<file path="src/hdl/prwg_map.svh">
// Purpose: offsets, field positions and reset values of the write guard
// Assumes: word-indexed register port, 32-bit data
// Notes:   guard registers sit in the top part of the protected window
`ifndef PRWG_MAP_SVH
`define PRWG_MAP_SVH

// ------------------------------------------------------------------
// address map (word index, 6-bit window)
// ------------------------------------------------------------------
`define PRWG_NREGS         16
`define PRWG_PERIPH_LAST   6'h0f
`define PRWG_SOFT_SET_OFF  6'h20
`define PRWG_SOFT_CLR_OFF  6'h21
`define PRWG_GCR_OFF       6'h22

// ------------------------------------------------------------------
// guard_global_control fields
// ------------------------------------------------------------------
`define PRWG_GCR_HARD_BIT  0
`define PRWG_GCR_SUPV_BIT  1

// ------------------------------------------------------------------
// reset values
// ------------------------------------------------------------------
`define PRWG_PERIPH_RST    32'h0000_0000
`define PRWG_SOFT_RST      16'h0000
`endif

</file>
<file path="src/hdl/prwg_pkg.sv">
// Purpose: types shared by the write guard files
// Assumes: nothing
// Notes:   none
package prwg_pkg;
   typedef struct packed {
      logic [5:0]  addr;
      logic [31:0] wdata;
      logic        wr;
      logic        rd;
      logic        supv;
   } prwg_req_t;
endpackage : prwg_pkg

</file>
<file path="src/hdl/prwg_guard.sv">
// Purpose: write guard in front of a peripheral's register file
// Assumes: bus inputs synchronous to MCLK_I, 40 MHz
// Notes:   blocked writes are dropped and flagged on BLOCKED_O; reads are never blocked
//
// Operation
// [RULE_01] a write to a register whose soft lock is set is dropped.
// [RULE_02] a soft lock is cleared by a software write or by reset.
// [RULE_03] while the hard lock is set every guarded write is dropped.
// [RULE_04] the hard lock, once set, is cleared only by reset.
// [RULE_05] unlocked registers may be limited to supervisor writes.
// [RULE_06] each guarded register owns one soft-lock set bit.
// [RULE_07] software sets the hard lock after configuring the block.
// [RULE_08] guard registers are decoded inside the peripheral window.
// [RULE_09] the master gives a privilege level with each access.
// [RULE_10] dropped writes change nothing and reads are unaffected.
// [RULE_11] with the hard lock set, lock and mode clears are ignored.
//
// Local design decisions: strobed register access and the address map.
`timescale 1ns/100ps
`include "prwg_map.svh"
module prwg_guard
   import prwg_pkg::*;
(
   input  wire logic        MCLK_I,
   input  wire logic        RST_N_I,
   input  wire logic [5:0]  ADDR_I,
   input  wire logic [31:0] WDATA_I,
   input  wire logic        WR_I,
   input  wire logic        RD_I,
   input  wire logic        SUPV_I,
   output logic      [31:0] RDATA_O,
   output logic             HARD_LOCK_O,
   output logic             BLOCKED_O
);
   // ------------------------------------------------------------------
   // request decode
   // ------------------------------------------------------------------
   prwg_req_t req;
   assign req = '{addr: ADDR_I, wdata: WDATA_I, wr: WR_I, rd: RD_I,
                  supv: SUPV_I};

   logic [15:0] soft_lock_ff;
   logic        hard_lock_ff;
   logic        supv_only_ff;
   logic [1:0]  rsel_ff;
   logic [31:0] greg_ff;
   logic [31:0] mem_rdata;

   function automatic logic is_periph(input logic [5:0] a);
      return a <= `PRWG_PERIPH_LAST;
   endfunction : is_periph

   logic periph_wr;
   logic locked;
   logic priv_bad;
   logic wr_ok;
   logic gcr_wr;
   assign periph_wr = req.wr && is_periph(req.addr);
   // soft and hard lock first, privilege only when no lock applies
   assign locked   = soft_lock_ff[req.addr[3:0]] || hard_lock_ff; // [RULE_01] [RULE_03]
   assign priv_bad = !locked && supv_only_ff && !req.supv;        // [RULE_05] [RULE_09]
   assign wr_ok    = periph_wr && !locked && !priv_bad;           // [RULE_10]
   assign gcr_wr   = req.wr && req.addr == `PRWG_GCR_OFF;         // [RULE_08]

   // ------------------------------------------------------------------
   // lock state
   // ------------------------------------------------------------------
   always_ff @(posedge MCLK_I) begin
      if (!RST_N_I) begin
         soft_lock_ff <= `PRWG_SOFT_RST;                          // [RULE_02]
      end else if (req.wr && req.addr == `PRWG_SOFT_SET_OFF) begin
         soft_lock_ff <= soft_lock_ff | req.wdata[15:0];          // [RULE_06]
      end else if (req.wr && req.addr == `PRWG_SOFT_CLR_OFF
                   && !hard_lock_ff) begin
         soft_lock_ff <= soft_lock_ff & ~req.wdata[15:0];  // [RULE_02] [RULE_11]
      end
   end

   always_ff @(posedge MCLK_I) begin
      if (!RST_N_I) begin
         hard_lock_ff <= 1'b0;
      end else if (gcr_wr && req.wdata[`PRWG_GCR_HARD_BIT]) begin
         hard_lock_ff <= 1'b1;                                    // [RULE_04]
      end
   end

   // supervisor-only may still be raised under hard lock, never dropped
   always_ff @(posedge MCLK_I) begin
      if (!RST_N_I) begin
         supv_only_ff <= 1'b0;
      end else if (gcr_wr && (!hard_lock_ff
                   || req.wdata[`PRWG_GCR_SUPV_BIT])) begin
         supv_only_ff <= req.wdata[`PRWG_GCR_SUPV_BIT];           // [RULE_11]
      end
   end

   // ------------------------------------------------------------------
   // peripheral storage
   // ------------------------------------------------------------------
   prwg_regmem u_mem (
      .clk_i   (MCLK_I),
      .rst_n_i (RST_N_I),
      .we_i    (wr_ok),
      .waddr_i (req.addr[3:0]),
      .wdata_i (req.wdata),
      .raddr_i (req.addr[3:0]),
      .rdata_o (mem_rdata)
   );

   // ------------------------------------------------------------------
   // read path: unmapped addresses read zero
   // ------------------------------------------------------------------
   always_ff @(posedge MCLK_I) begin
      if (!RST_N_I) begin
         rsel_ff <= 2'h0;
         greg_ff <= 32'h0000_0000;
      end else begin
         rsel_ff <= 2'h0;
         greg_ff <= 32'h0000_0000;
         if (req.rd) begin
            if (is_periph(req.addr)) begin
               rsel_ff <= 2'h1;                                   // [RULE_10]
            end else if (req.addr == `PRWG_SOFT_SET_OFF ||
                         req.addr == `PRWG_SOFT_CLR_OFF) begin
               rsel_ff <= 2'h2;
               greg_ff <= {16'h0000, soft_lock_ff};
            end else if (req.addr == `PRWG_GCR_OFF) begin
               rsel_ff <= 2'h2;
               greg_ff <= {30'h0, supv_only_ff, hard_lock_ff};
            end
         end
      end
   end

   always_comb begin
      unique case (rsel_ff)
         2'h1:    RDATA_O = mem_rdata;
         2'h2:    RDATA_O = greg_ff;
         default: RDATA_O = 32'h0000_0000;
      endcase
   end

   always_ff @(posedge MCLK_I) begin
      if (!RST_N_I) begin
         HARD_LOCK_O <= 1'b0;
         BLOCKED_O   <= 1'b0;
      end else begin
         HARD_LOCK_O <= hard_lock_ff;
         BLOCKED_O   <= periph_wr && !wr_ok;
      end
   end
endmodule : prwg_guard

</file>
<file path="src/hdl/prwg_regmem.sv">
// Purpose: storage of the guarded peripheral registers
// Assumes: one write or one read per cycle
// Notes:   read data registered, one cycle after the read strobe
`timescale 1ns/100ps
`include "prwg_map.svh"
module prwg_regmem
   import prwg_pkg::*;
(
   input  wire logic        clk_i,
   input  wire logic        rst_n_i,
   input  wire logic        we_i,
   input  wire logic [3:0]  waddr_i,
   input  wire logic [31:0] wdata_i,
   input  wire logic [3:0]  raddr_i,
   output logic      [31:0] rdata_o
);
   logic [31:0] mem_ff [`PRWG_NREGS];

   always_ff @(posedge clk_i) begin
      if (!rst_n_i) begin
         for (int i = 0; i < `PRWG_NREGS; i++) begin
            mem_ff[i] <= `PRWG_PERIPH_RST;
         end
      end else if (we_i) begin
         mem_ff[waddr_i] <= wdata_i;
      end
   end

   always_ff @(posedge clk_i) begin
      if (!rst_n_i) begin
         rdata_o <= 32'h0000_0000;
      end else begin
         rdata_o <= mem_ff[raddr_i];
      end
   end
endmodule : prwg_regmem

</file>
<file path="config.mk">
export PLATFORM = sky130hd
export DESIGN_NAME = prwg_guard
export DESIGN_NICKNAME = d
export VERILOG_FILES = /design/src/hdl/prwg_pkg.sv /design/src/hdl/prwg_guard.sv /design/src/hdl/prwg_regmem.sv
export VERILOG_INCLUDE_DIRS = /design/src /design/src/hdl
export SDC_FILE = /design/constraint.sdc
export NUM_CORES = 1
export LEC_CHECK = 0
export BUFFER_PORTS_ARGS = -buffer_cell sky130_fd_sc_hd__buf_2
export CAP_MARGIN = 20
export CORE_UTILIZATION = 50
export CTS_CLUSTER_DIAMETER = 100
export CTS_CLUSTER_SIZE = 14
export DETAILED_ROUTE_END_ITERATION = 10
export PLACE_DENSITY = 0.66
export SLEW_MARGIN = 20
export SYNTH_ARGS = -nofsm -noshare
export SYNTH_HDL_FRONTEND = slang
export SYNTH_SLANG_ARGS = --single-unit
export TNS_END_PERCENT = 100
</file>
<file path="constraint.sdc">
create_clock -name MCLK_I -period 6.3 [get_ports MCLK_I]
set_input_delay 1.26 -clock MCLK_I [delete_from_list [all_inputs] [get_ports MCLK_I]]
set_output_delay 1.26 -clock MCLK_I [all_outputs]
set_load 0.05 [all_outputs]
</file>
==> summary.md, run 1 <==
The repair_antennas step left the layout with diodes totalling 0. The number of gates resized after CTS was 0. The floorplan step set the die width to 229 um.

Setup total negative slack on the finished layout was measured at 0 ps. In the final design database the tool counted 1,764 nets. The power per standard cell area was 280 mW/mm^2. The share of post-route cells with drive strength above 1 was 27.1%. Class of the tightest hold or removal check: flip-flop to flip-flop. The share of the yosys chip area belonging to registers was 65.2%; the routed via count divided by cell count was 6.15.

Endpoint class of the critical path: a flip-flop. The tools report the startpoint class of the critical path as a primary input. The run finished with clean final reports. The run gives 2 as the H-tree level count. The end of the worst register-to-register path is u_mem.mem_ff[0][0]. The floorplan step defined a die boundary enclosing 0.0524 sq mm. The worst-case reg-to-reg path depth works out to 5.

Final hold analysis gives a worst-case slack of 498 ps. For hold timing, the worst endpoint is supv_only_ff. For the reg2reg setup slack, the log shows 3250 ps. The mapped netlist covers 0.0257 sq mm. Start-to-end type of the worst setup path: primary input to flip-flop.

For this run, design rule violations remaining after detail routing come to 0. In this run, CTS created clock tree buffers numbering 47. Ranked by instance count, the synthesized netlist is headed by edfxtp_1 (512), nor2_1 (264), nor3_2 (140).

The fraction of registers with async set or reset after synthesis is 0%. TritonCTS built the clock tree. At the pin with the least slew margin, the transition time is 1070 ps. The biggest area consumer among synthesized cells was edfxtp_1. Minimum setup slack after placement: 1380 ps. For the count of vias placed by the detailed router, the log shows 14.9k.

The highest net fanout along the worst path is 41. The pin count of the biggest net entering global routing is 100. Across the routed clock network, the largest skew measured is 27.2 ps. The proportion of netlist area held by the largest area contributor was 59.8%. Relative to the synthesized area, the layout overhead comes to 9.00%. The run gives 1,775 as the synthesized netlist net count.

Dividing the final minimum period by the clock period gives 69.0%. For the remaining global-route overflow, the log shows 0. In this run the most critical hold path is launched from supv_only_ff. At the end of routability-driven placement, the weighted congestion stood at 0.788.

The via count of the first global-routing pass was 15.4k. The minimum setup slack in the final design was 1950 ps. Setup repair after global routing left no endpoint under its margin. Across the run, the number of max-cap violations was 0. The final design instance area without fill came out at 0.0280 sq mm. The average routed wire per standard cell came out at 27.5 um. After floorplanning, the core was divided into 82 placement rows. For the placed wire-length estimate, the log shows 37.2 mm.

Flip-flop cell with the highest count after synthesis: edfxtp_1. Sum of routed wire length over all layers: 66.7 mm. The number of different library cells used by synthesis comes to 45.

The floorplan step defined a core boundary enclosing 0.0505 sq mm. By instance count, the leading cell after synthesis is edfxtp_1. The clock period minus final worst setup slack is 4350 ps. Peak clock frequency supported by timing: 0.230 GHz.

In this run the critical register-to-register path is launched from supv_only_ff. In this run the count of I/O pins placed on the die edge is 77. Port buffering added 76 buffers.

VDD sags by at most 0.199 mV. After clock tree synthesis, the clock-pin slew on the worst setup and hold paths is 70 ps. Summing all placed instances gives a cell area of 0.0267 sq mm.

A synthesized cell averages 14.9 sq um. The logs give 28.5% for the normalized max-slew margin and 8.96 nW for the leakage component of the power. The die height was 229 um; the number of failing setup endpoints in the final timing report was 0. The detailed router finished its first iteration with 1,645 violations.

The count of synthesis-stage warnings from yosys came out at 0. For this design, the CTS-stage hold fixing added 0 buffers. The number of routed nets with antenna violations is 0. The largest buffer count on any clock path is 3. The clock root buffer master was clkbuf_16. The data required time of the worst path is 6510 ps, and the depth of the worst hold-timing path is 2.

The CTS sink count was 582; the combined global-route utilization of all metal layers was 25.9%. For the initial antenna violation count, the log shows 0. The final count of pins violating max slew is 0, and the number of synthesized flops with an enable pin is 512.

The first global-routing pass estimated 100 mm of wire. Once the clock tree was built, the setup fixing pass inserted 0 buffers. Synthesis handed over a netlist of 1,730 instances. The later pin in the worst-skew pair is clocked with a latency of 610 ps.

The number of endpoints with negative hold slack in the final report came out at 0. Sorting the synthesized cells by area gives the leading types as edfxtp_1 (60%), mux4_2 (12%), dfxtp_1 (5.4%). The worst endpoint data arrival time was 4560 ps. The number of iterations in the first detailed-routing pass is 7, and the initial core utilization is 51.0%. After synthesis the netlist holds a flip-flop and latch count of 582.
## worst max path at each step
stage / from / to / slack (ps) / depth (start not counted)
after global routing: ADDR_I[3] / u_mem.mem_ff[13][19] / 1830 / 6
after global placement: ADDR_I[3] / u_mem.mem_ff[13][23] / 1470 / 6
after floorplan: ADDR_I[0] / u_mem.mem_ff[10][0] / 980 / 6
after CTS: ADDR_I[3] / u_mem.mem_ff[13][19] / 2000 / 6
after detailed placement: ADDR_I[3] / u_mem.mem_ff[13][16] / 1380 / 6
final: ADDR_I[3] / u_mem.mem_ff[13][20] / 1950 / 6
## power by group
group / switching, mW / leakage, nW / total, mW / internal, mW
logic: 0.407 / 2.87 / 0.622 / 0.215
registers: 0.0568 / 5.44 / 4.44 / 4.38
clock network: 1.36 / 0.650 / 2.79 / 1.44
## layer usage
layer,GRT usage [%],up-vias,share of wire [%]
li1,-,6485,-
met5,0,-,0
met3,3.11,116,6.5
met4,9.58,0,3.1
met1,34.4,7765,39
met2,44.1,568,51
## layout by cell type (no fill, tap or decap), types with 2 or more instances in the layout
master / count
buf_2: 72
nor2_1: 264
ha_1: 2
nand2_4: 2
clkbuf_1: 36
buf_4: 39
nand2_1: 51
o22ai_1: 32
mux4_2: 132
inv_1: 18
nand2b_1: 3
buf_12: 2
a21boi_0: 17
nand3_1: 4
nor4b_2: 2
nand4b_1: 3
edfxtp_1: 512
nand2_2: 11
mux2i_1: 67
and2_1: 32
and3_1: 2
a22o_1: 18
nor3_1: 117
o21ai_0: 17
nand3b_1: 3
o21ai_4: 6
clkbuf_16: 48
nor2b_1: 3
nand4_1: 2
nand4_4: 3
nand3_2: 4
o31ai_4: 2
dfxtp_1: 70
nor3_2: 140
## worst max-delay path, stage by stage
cell and delay [ps]:
buf_4 580, buf_4 810, nand3b_1 460, nand3b_1 300, buf_4 310, nand2_2 770
## cells by family (layout without fill, tap and decap cells)
family                     after synthesis  after routing  synth area share, %
muxes                                  200            200                 14.2
AOI/OAI and AO/OA                       97             97                 2.63
DFF                                    582            582                 65.2
buffers and inverters                  193            220                 3.27
adders and majority gates                2              2               0.0973
and+or+nand+nor                        656            656                 14.6
## state kept, by name (all words and copies together) (netlist names), named ones only
signal	cells
u_mem.mem_ff	512
u_mem.rdata_o	32
greg_ff	16
rsel_ff	2
BLOCKED_O	1
HARD_LOCK_O	1
hard_lock_ff	1
supv_only_ff	1
## stage by stage
step	power (mW)	cells	util [%]
after floorplan	4.92	1730	-
after detailed placement	5.15	2342	52.8
after CTS	7.90	2429	55.5
after global placement	5.13	2342	52.8
final	7.86	2429	55.5
after global routing	8.08	2429	55.5
## area by class of cell
class / instances / area, sq um
Fill cell: 4087 / 22400
Sequential cell: 582 / 16800
Multi-Input combinational cell: 955 / 8260
Clock buffer: 84 / 1340
Tap cell: 672 / 841
Timing Repair Buffer: 115 / 719
Inverter: 18 / 67.6
Clock inverter: 3 / 33.8
Note: power is estimated with default switching activity, not from simulation.
==> inputs of run 2 (changes only) <==
==> constraint.sdc (replaced) <==
create_clock -name MCLK_I -period 4.4 [get_ports MCLK_I]
set_input_delay 0.88 -clock MCLK_I [delete_from_list [all_inputs] [get_ports MCLK_I]]
set_output_delay 0.88 -clock MCLK_I [all_outputs]
set_load 0.05 [all_outputs]
==> summary.md, run 2 (same netlist as run 1, synthesis figures left out) <==
The finished cells cover 0.0282 sq mm. The final count of pins violating max slew was 0; the count of maximum capacitance violations was 0. The ratio of final minimum period to clock period was 72.8%; the average routed wire per standard cell was 26.8 um.

For the CTS sink count, the log shows 582. Setup repair after global routing left no endpoint under its margin. After detailed routing, no signal wire sits above met4. The routed metal-1 wirelength is 26.9 mm, and the first-pass GRT wire length is 98.2 mm.

Endpoint class of the critical path: a flip-flop. The tools report the number of iterations in the first detailed-routing pass as 6. The clock-pin slew of the registers on the worst-case setup and hold paths was 70 ps. In this run the static leakage power is 9.06 nW. The cell family with the largest share of critical-path delay was simple AND/OR/NAND/NOR gates. Traced cell by cell, the critical path runs through buf_2 -> or3b_1 -> a2111oi_4 -> buf_4 -> nand4_4 -> nor3_1.

The number of antenna diodes in the final layout is 0. The number of gates given a new drive strength after cts is 0. The remaining global-route overflow is 0, and the number of routed nets with antenna violations is 0. The depth of the worst hold-timing path came out at 1.

The tools report the via count of the first global-routing pass as 15.5k. The die is 229 um wide. The H-tree generated during clock tree synthesis spans 2 levels. The register name with the most flops is u_mem.mem_ff. The number of buffers and inverters on the critical path was 2. Leaving out fill and tap cells, the most frequent cell in the layout is edfxtp_1.

The share of post-route cells with drive strength above 1 is 27.6%, and the wire length on met2 is 33.3 mm. After the last flow step, the layout net total stands at 1,779. Across the routed clock network, the largest skew measured is 27.7 ps. The final layout contains routed wiring with a total length of 65.5 mm. Highest net fanout along the worst path: 32. The min-delay analysis places its worst path in the category flip-flop to flip-flop. The worst-case reg-to-reg path depth was 5. The total area inside the core boundary comes to 0.0505 sq mm. TritonCTS built the clock tree.

The highest ir drop seen on vdd came out at 0.282 mV. The post-detailed-placement cell area is 0.0269 sq mm, and the clock latency on the worst-skew pair is 610 ps. In the routed layout, each cell is associated on average with a via count of 6.16.

Counting I/O delays and the setup requirement, the final critical path takes 3200 ps. The logs give 3 for the largest buffer count on any clock path and 0 for the number of endpoints with negative hold slack in the final report. The overall die area came out at 0.0524 sq mm.

The tools report the final weighted congestion of routability-driven global placement as 0.809. Headroom to the max-slew limit came out at 30.1%. For the count of vias placed by the detailed router, the log shows 15.0k. The critical path runs through a total of 6 cells. In the final layout, the registers with the most flip-flops are u_mem.mem_ff x512, u_mem.rdata_o x32, greg_ff x16. The startpoint class of the critical path was a primary input. At the worst endpoint, the arrival time is 3610 ps. The initial core utilization is 51.0%. The critical path is of the primary input to flip-flop type. The delay of the slowest cell on the worst path was 730 ps; the post-route DRC violation count was 0. The total setup buffers inserted after CTS came out at 0. At the pin with the least slew margin, the transition time is 1050 ps. The data required time of the worst path is 4810 ps.

The floorplan has 82 rows. The initial detailed-routing violation count is 1,540, and the initial antenna violation count is 0. Based on the critical path, the design can be clocked at up to 0.312 GHz.

Across all setup checks in the final design, the least slack found is 1200 ps. Power spread over the standard cell area amounts to 399 mW/mm^2. The die height is 229 um, and the number of input and output port buffers inserted is 76. The register with the most flip-flops in the layout has 512 of them. The clock buffer count from CTS is 47.

The placed wire-length estimate is 38.1 mm, and the pin count of the biggest net entering global routing is 100. In the layout the commonest cells are edfxtp_1 (512), nor2_1 (264), nor3_2 (140). For this design, the slowest cell found on the critical path is nand4_4.

The flow ran to the end, and the final reports show no timing, DRC or antenna violations. Setup violations remaining at the end of the flow were counted as 0. The minimum setup slack after placement is 625 ps, and the number of hold buffers added after cts is 0.

The layout overhead on the synthesized area was 9.76%. After detailed routing, the met3 layer carries 3.59 mm of wire. Global routing used 25.3% of the available tracks across all layers. For this run, the share of the core covered by cells in the final layout is 55.9%. Clock tree synthesis selected as its root buffer the cell clkbuf_16. The run gives 77 as the I/O pin total.
run 2: cell count changes in the layout (fill, tap and decap cells not counted):
cell	delta
nand2_1	+2
buf_12	+8
clkbuf_1	-1
buf_4	+7
nand2_4	-2
run 2: path summary, 6_finish.rpt:
kind         slack (ps)                   end  startpoint
max                1200  u_mem.mem_ff[15][31]        WR_I
min                 490            greg_ff[8]   flip-flop
max reg2reg        1460  u_mem.mem_ff[15][31]   flip-flop
min reg2reg         490            greg_ff[8]   flip-flop
run 2: worst register-to-register path: stages (launching register included):
cell and delay (ps):
dfxtp_1 330, mux2_2 290, a2111oi_4 680, buf_4 270, nand4_4 730, nor3_1 440
run 2: cell type report:
| cell class | instances | area, sq um |
|---|---|---|
| Inverter | 18 | 67.6 |
| Multi-Input combinational cell | 955 | 8250 |
| Clock buffer | 83 | 1330 |
| Tap cell | 672 | 841 |
| Sequential cell | 582 | 16800 |
| Fill cell | 4038 | 22200 |
| Clock inverter | 3 | 33.8 |
| Timing Repair Buffer | 130 | 932 |
run 2: per-stage QoR:
step / TNS (ps) / total power, mW / hold slack [ps] / instances
after CTS: 0 / 11.3 / 488 / 2443
after floorplan: -26110 / 7.05 / 440 / 1730
after global routing: 0 / 11.6 / 508 / 2443
after global placement: 0 / 7.36 / 457 / 2357
after detailed placement: 0 / 7.38 / 463 / 2357
final: 0 / 11.3 / 488 / 2443
run 2: metal layers:
metal | GRT usage (%) | vias up
li1 | - | 6507
met1 | 34.1 | 7904
met2 | 42.9 | 538
met3 | 3.19 | 92
met4 | 7.73 | 0
met5 | 0 | -
run 2: power breakdown:
| part | switching [mW] | internal, mW | total [mW] |
|---|---|---|---|
| Sequential | 0.0809 | 6.28 | 6.36 |
| Combinational | 0.579 | 0.323 | 0.902 |
| Clock | 1.94 | 2.05 | 3.99 |
| Total | 2.60 | 8.65 | 11.3 |
==> inputs of run 3 (changes only) <==
--- a/config.mk
+++ b/config.mk
@@ -6,6 +6,7 @@
 export SDC_FILE = /design/constraint.sdc
 export NUM_CORES = 1
 export LEC_CHECK = 0
+export ABC_AREA = 1
 export BUFFER_PORTS_ARGS = -buffer_cell sky130_fd_sc_hd__buf_2
 export CAP_MARGIN = 20
 export CORE_UTILIZATION = 50
==> constraint.sdc (replaced) <==
create_clock -name MCLK_I -period 3.18 [get_ports MCLK_I]
set_input_delay 0.636 -clock MCLK_I [delete_from_list [all_inputs] [get_ports MCLK_I]]
set_output_delay 0.636 -clock MCLK_I [all_outputs]
set_load 0.05 [all_outputs]
==> summary.md, run 3 <==
The run finished with clean final reports. In this design, the largest share of critical-path delay is due to buffers and inverters. The tools report the combined global-route utilization of all metal layers as 28.3%.

After synthesis, the netlist uses 23 different library cells. At the end of routability-driven placement, the weighted congestion stood at 0.873. The total negative setup slack was 0 ps; the share of the yosys chip area belonging to registers was 68.8%. In the routed design, unresolved DRC markers number 0.

The most common cell in the synthesized netlist is nor2_1. The initial core utilization is 50.9%, and the number of input and output port buffers inserted is 76. The count of cells in the finished layout, fillers not included, comes to 2,926. Along the worst path, the maximum fanout reaches 18. The synthesized netlist net count is 2,291, and the number of iterations in the first detailed-routing pass is 8. The run gives 0 as the number of routed nets with antenna violations. The start-to-end type of the worst setup path is flip-flop to output pin. The number of endpoints with negative hold slack in the final report is 0. The worst setup path is captured at an output pin.

The worst path uses 95.3% of the clock period. For this design, the CTS-stage hold fixing added 0 buffers. The worst setup path is launched from a flip-flop. Power spread over the standard cell area amounts to 551 mW/mm^2. Clock tree synthesis inserted a total of 47 buffers. The logs give 2,246 for the number of cells produced by synthesis and 3,974 for the total of fill cells in the finished design.

Counting both buffers and inverters, the worst setup path holds a total of 3. The layout overhead on the synthesized area works out to 11.3%. Routing layer with the top usage in global route: met2.

The remaining global-route overflow came out at 0. The tree is rooted in a clkbuf_16. The total setup buffers inserted after CTS is 0, and the normalized max-slew margin is 47.8%. 77 I/O pins were placed. The number of gates given a new drive strength after cts was 0; the post-synthesis area per instance was 10.9 sq um. At the pin with the least slew margin, the transition time is 782 ps. The share of post-route cells with drive strength above 1 is 10.8%, and the number of cell rows is 80.

The share of synthesized area in the top cell type comes to 63.0%. The signal on the critical path passes through inv_1 -> ha_1 -> buf_4 -> nand2_1 -> a21oi_1 -> buf_2. Clock-pin slew of the registers on the worst-case setup and hold paths: 70 ps. In this run, placement finished with an instance count of 2,842. STA puts the critical path data arrival time at 2390 ps. The flip-flop cell with the highest count after synthesis was edfxtp_1. The tools report the final count of pins violating max slew as 0. The clock passes through at most 3 buffers. More flip-flops sit in one register than any other, and that register is u_mem.mem_ff.

The path class of the tightest hold or removal check is primary input to flip-flop. First-pass GRT wire length: 104 mm. Subtracting the final worst setup slack from the clock period gives 3030 ps. The synthesized design contains 512 enable-type register cells. The delay of the slowest cell on the worst path came out at 510 ps. Leaving out fill and tap cells, the most frequent cell in the layout is nor2_1. Final hold analysis gives a worst-case slack of 313 ps. After detailed routing, the number of vias per cell comes to 5.90. The logs give 600 ps for the clock latency on the worst-skew pair and 0 for the initial antenna violation count. The placed wire-length estimate was 40.6 mm. The detailed router finished its first iteration with 2,309 violations. For the data required time of the worst path, the log shows 2540 ps. The multi-input combinational cells in the finished layout cover a total of 0.00670 sq mm.

Dividing the detail-routed wire length by the instance count gives 23.9 um. The routed layout has 17.3k vias. The floorplan step set the die height to 223 um. Final-stage net count: 2,321.

Measured on the finished design, the core utilization comes to 56.6%. Setup repair after global routing left no endpoint under its margin. The logs give 16.8k for the via count of the first global-routing pass and 10.9 nW for the leakage component of the power. The run gives 0.0272 sq mm as the final design instance area without fill.

The library cells used most frequently in the layout, excluding fill and tap cells, are nor2_1 (620), edfxtp_1 (512), nand2_1 (434). The register with the most flip-flops in the layout has 512 of them. The run gives 36.8% as the met1 track demand over resource in global routing. Entering global routing, the biggest net connects 104 pins. The count of maximum capacitance violations was 0; the fraction of registers with async set or reset after synthesis was 0%. Summing all placed instances gives a cell area of 0.0258 sq mm. Global routing consumed, on the met3 layer, 5.54% of the routing resources.

Setup violations remaining at the end of the flow were counted as 0. The logs give 0.330 GHz for the peak clock frequency supported by timing and 46.3% for the met2 routing resource usage after global routing. The largest registers in the layout are u_mem.mem_ff x512, u_mem.rdata_o x32, greg_ff x16. The overall die area was 0.0497 sq mm. The run gives 0.0479 sq mm as the floorplan core area.

TritonCTS built the clock tree. Yosys attributes the largest share of cell area to edfxtp_1 (63%), nor2_1 (9.6%), a22oi_1 (7.9%). The post-synthesis register bit count was 582. The tools report the H-tree level count as 2. The worst setup skew after layout is 21.6 ps, and the count of synthesis-stage warnings from yosys is 0. The biggest area consumer among synthesized cells is edfxtp_1. The register area came out at 0.0168 sq mm. For the number of antenna diodes, the log shows 0. The tree built by TritonCTS fans out to 582 sinks. The sum of routed wire length over all layers is 69.8 mm. The cell with the largest stage delay on the worst path was ha_1. Across the VDD grid, the largest voltage drop is 0.515 mV. The run gives 0.0244 sq mm as the area of the mapped netlist. In this run the horizontal extent of the chip is 223 um. By count the netlist is led by nor2_1 (626), edfxtp_1 (512), nand2_1 (450).
run 3: changes by cell type in the layout (fill, tap and decap cells not counted), moves of 29 or more:
cell | previous run | this run
inv_1 | 18 | 47
nand2_1 | 53 | 434
nor3_2 | 140 | 0
and2_1 | 32 | 0
o22ai_1 | 32 | 0
nor2_1 | 264 | 620
mux4_2 | 132 | 0
a21oi_1 | 1 | 34
nor3_1 | 117 | 1
a22oi_1 | 0 | 256
mux2i_1 | 67 | 0
run 3: layout make-up:
| type | count | area share [%] |
|---|---|---|
| sequential | 582 | 61.8 |
| multi-input combinational | 1424 | 24.7 |
| clock inverter | 2 | 0.0645 |
| clock buffer | 82 | 4.81 |
| tap | 615 | 2.83 |
| inverter | 68 | 0.949 |
| timing repair buffer | 153 | 4.91 |
run 3: cell families after synthesis:
kind of cell | synth area share [%]
AO/OA/AOI/OAI | 8.94
flip-flops | 68.8
buffers and inverters | 4.15
adder cells (fa/ha/maj) | 0.103
AND/OR/NAND/NOR | 18.1
run 3: worst reg2reg max path, stage by stage, from the launching register on:
cell     delay [ps]
dfxtp_1         380
nand2_1          80
nand2_1          80
nand2_1          50
nand2_1          90
nand2_1          50
nand2_1          70
inv_2           100
buf_12          180
nand4_4         100
buf_4           530
nor2_1          130
run 3: power by group:
| part | internal, mW | switching (mW) |
|---|---|---|
| clock network | 2.78 | 2.64 |
| logic | 0.246 | 0.750 |
| registers | 8.48 | 0.0608 |
| total | 11.5 | 3.45 |
run 3: path summary, 6_finish.rpt:
path	startpoint	to	slack, ps	cells after the start
worst max register to register	flip-flop	u_mem.mem_ff[11][7]	1070	11
worst min register to register	flip-flop	greg_ff[14]	450	2
worst min-delay path	WDATA_I[15]	flip-flop	310	3
worst max-delay path	rsel_ff[1]	RDATA_O[0]	150	6
run 3: routing by layer:
metal / vias to the layer above / part of all wire (%)
met1: 8436 / 39
met2: 929 / 48
met5: - / 0
li1: 7748 / -
met4: 0 / 4.4
met3: 162 / 9.4
run 3: through the flow:
| stage | worst slack (ps) | power, mW |
|---|---|---|
| after CTS | 208 | 15.0 |
| after global routing | 120 | 15.3 |
| after detailed placement | 450 | 9.69 |
| final | 150 | 15.0 |
| after global placement | 497 | 9.68 |
| after floorplan | 278 | 9.23 |
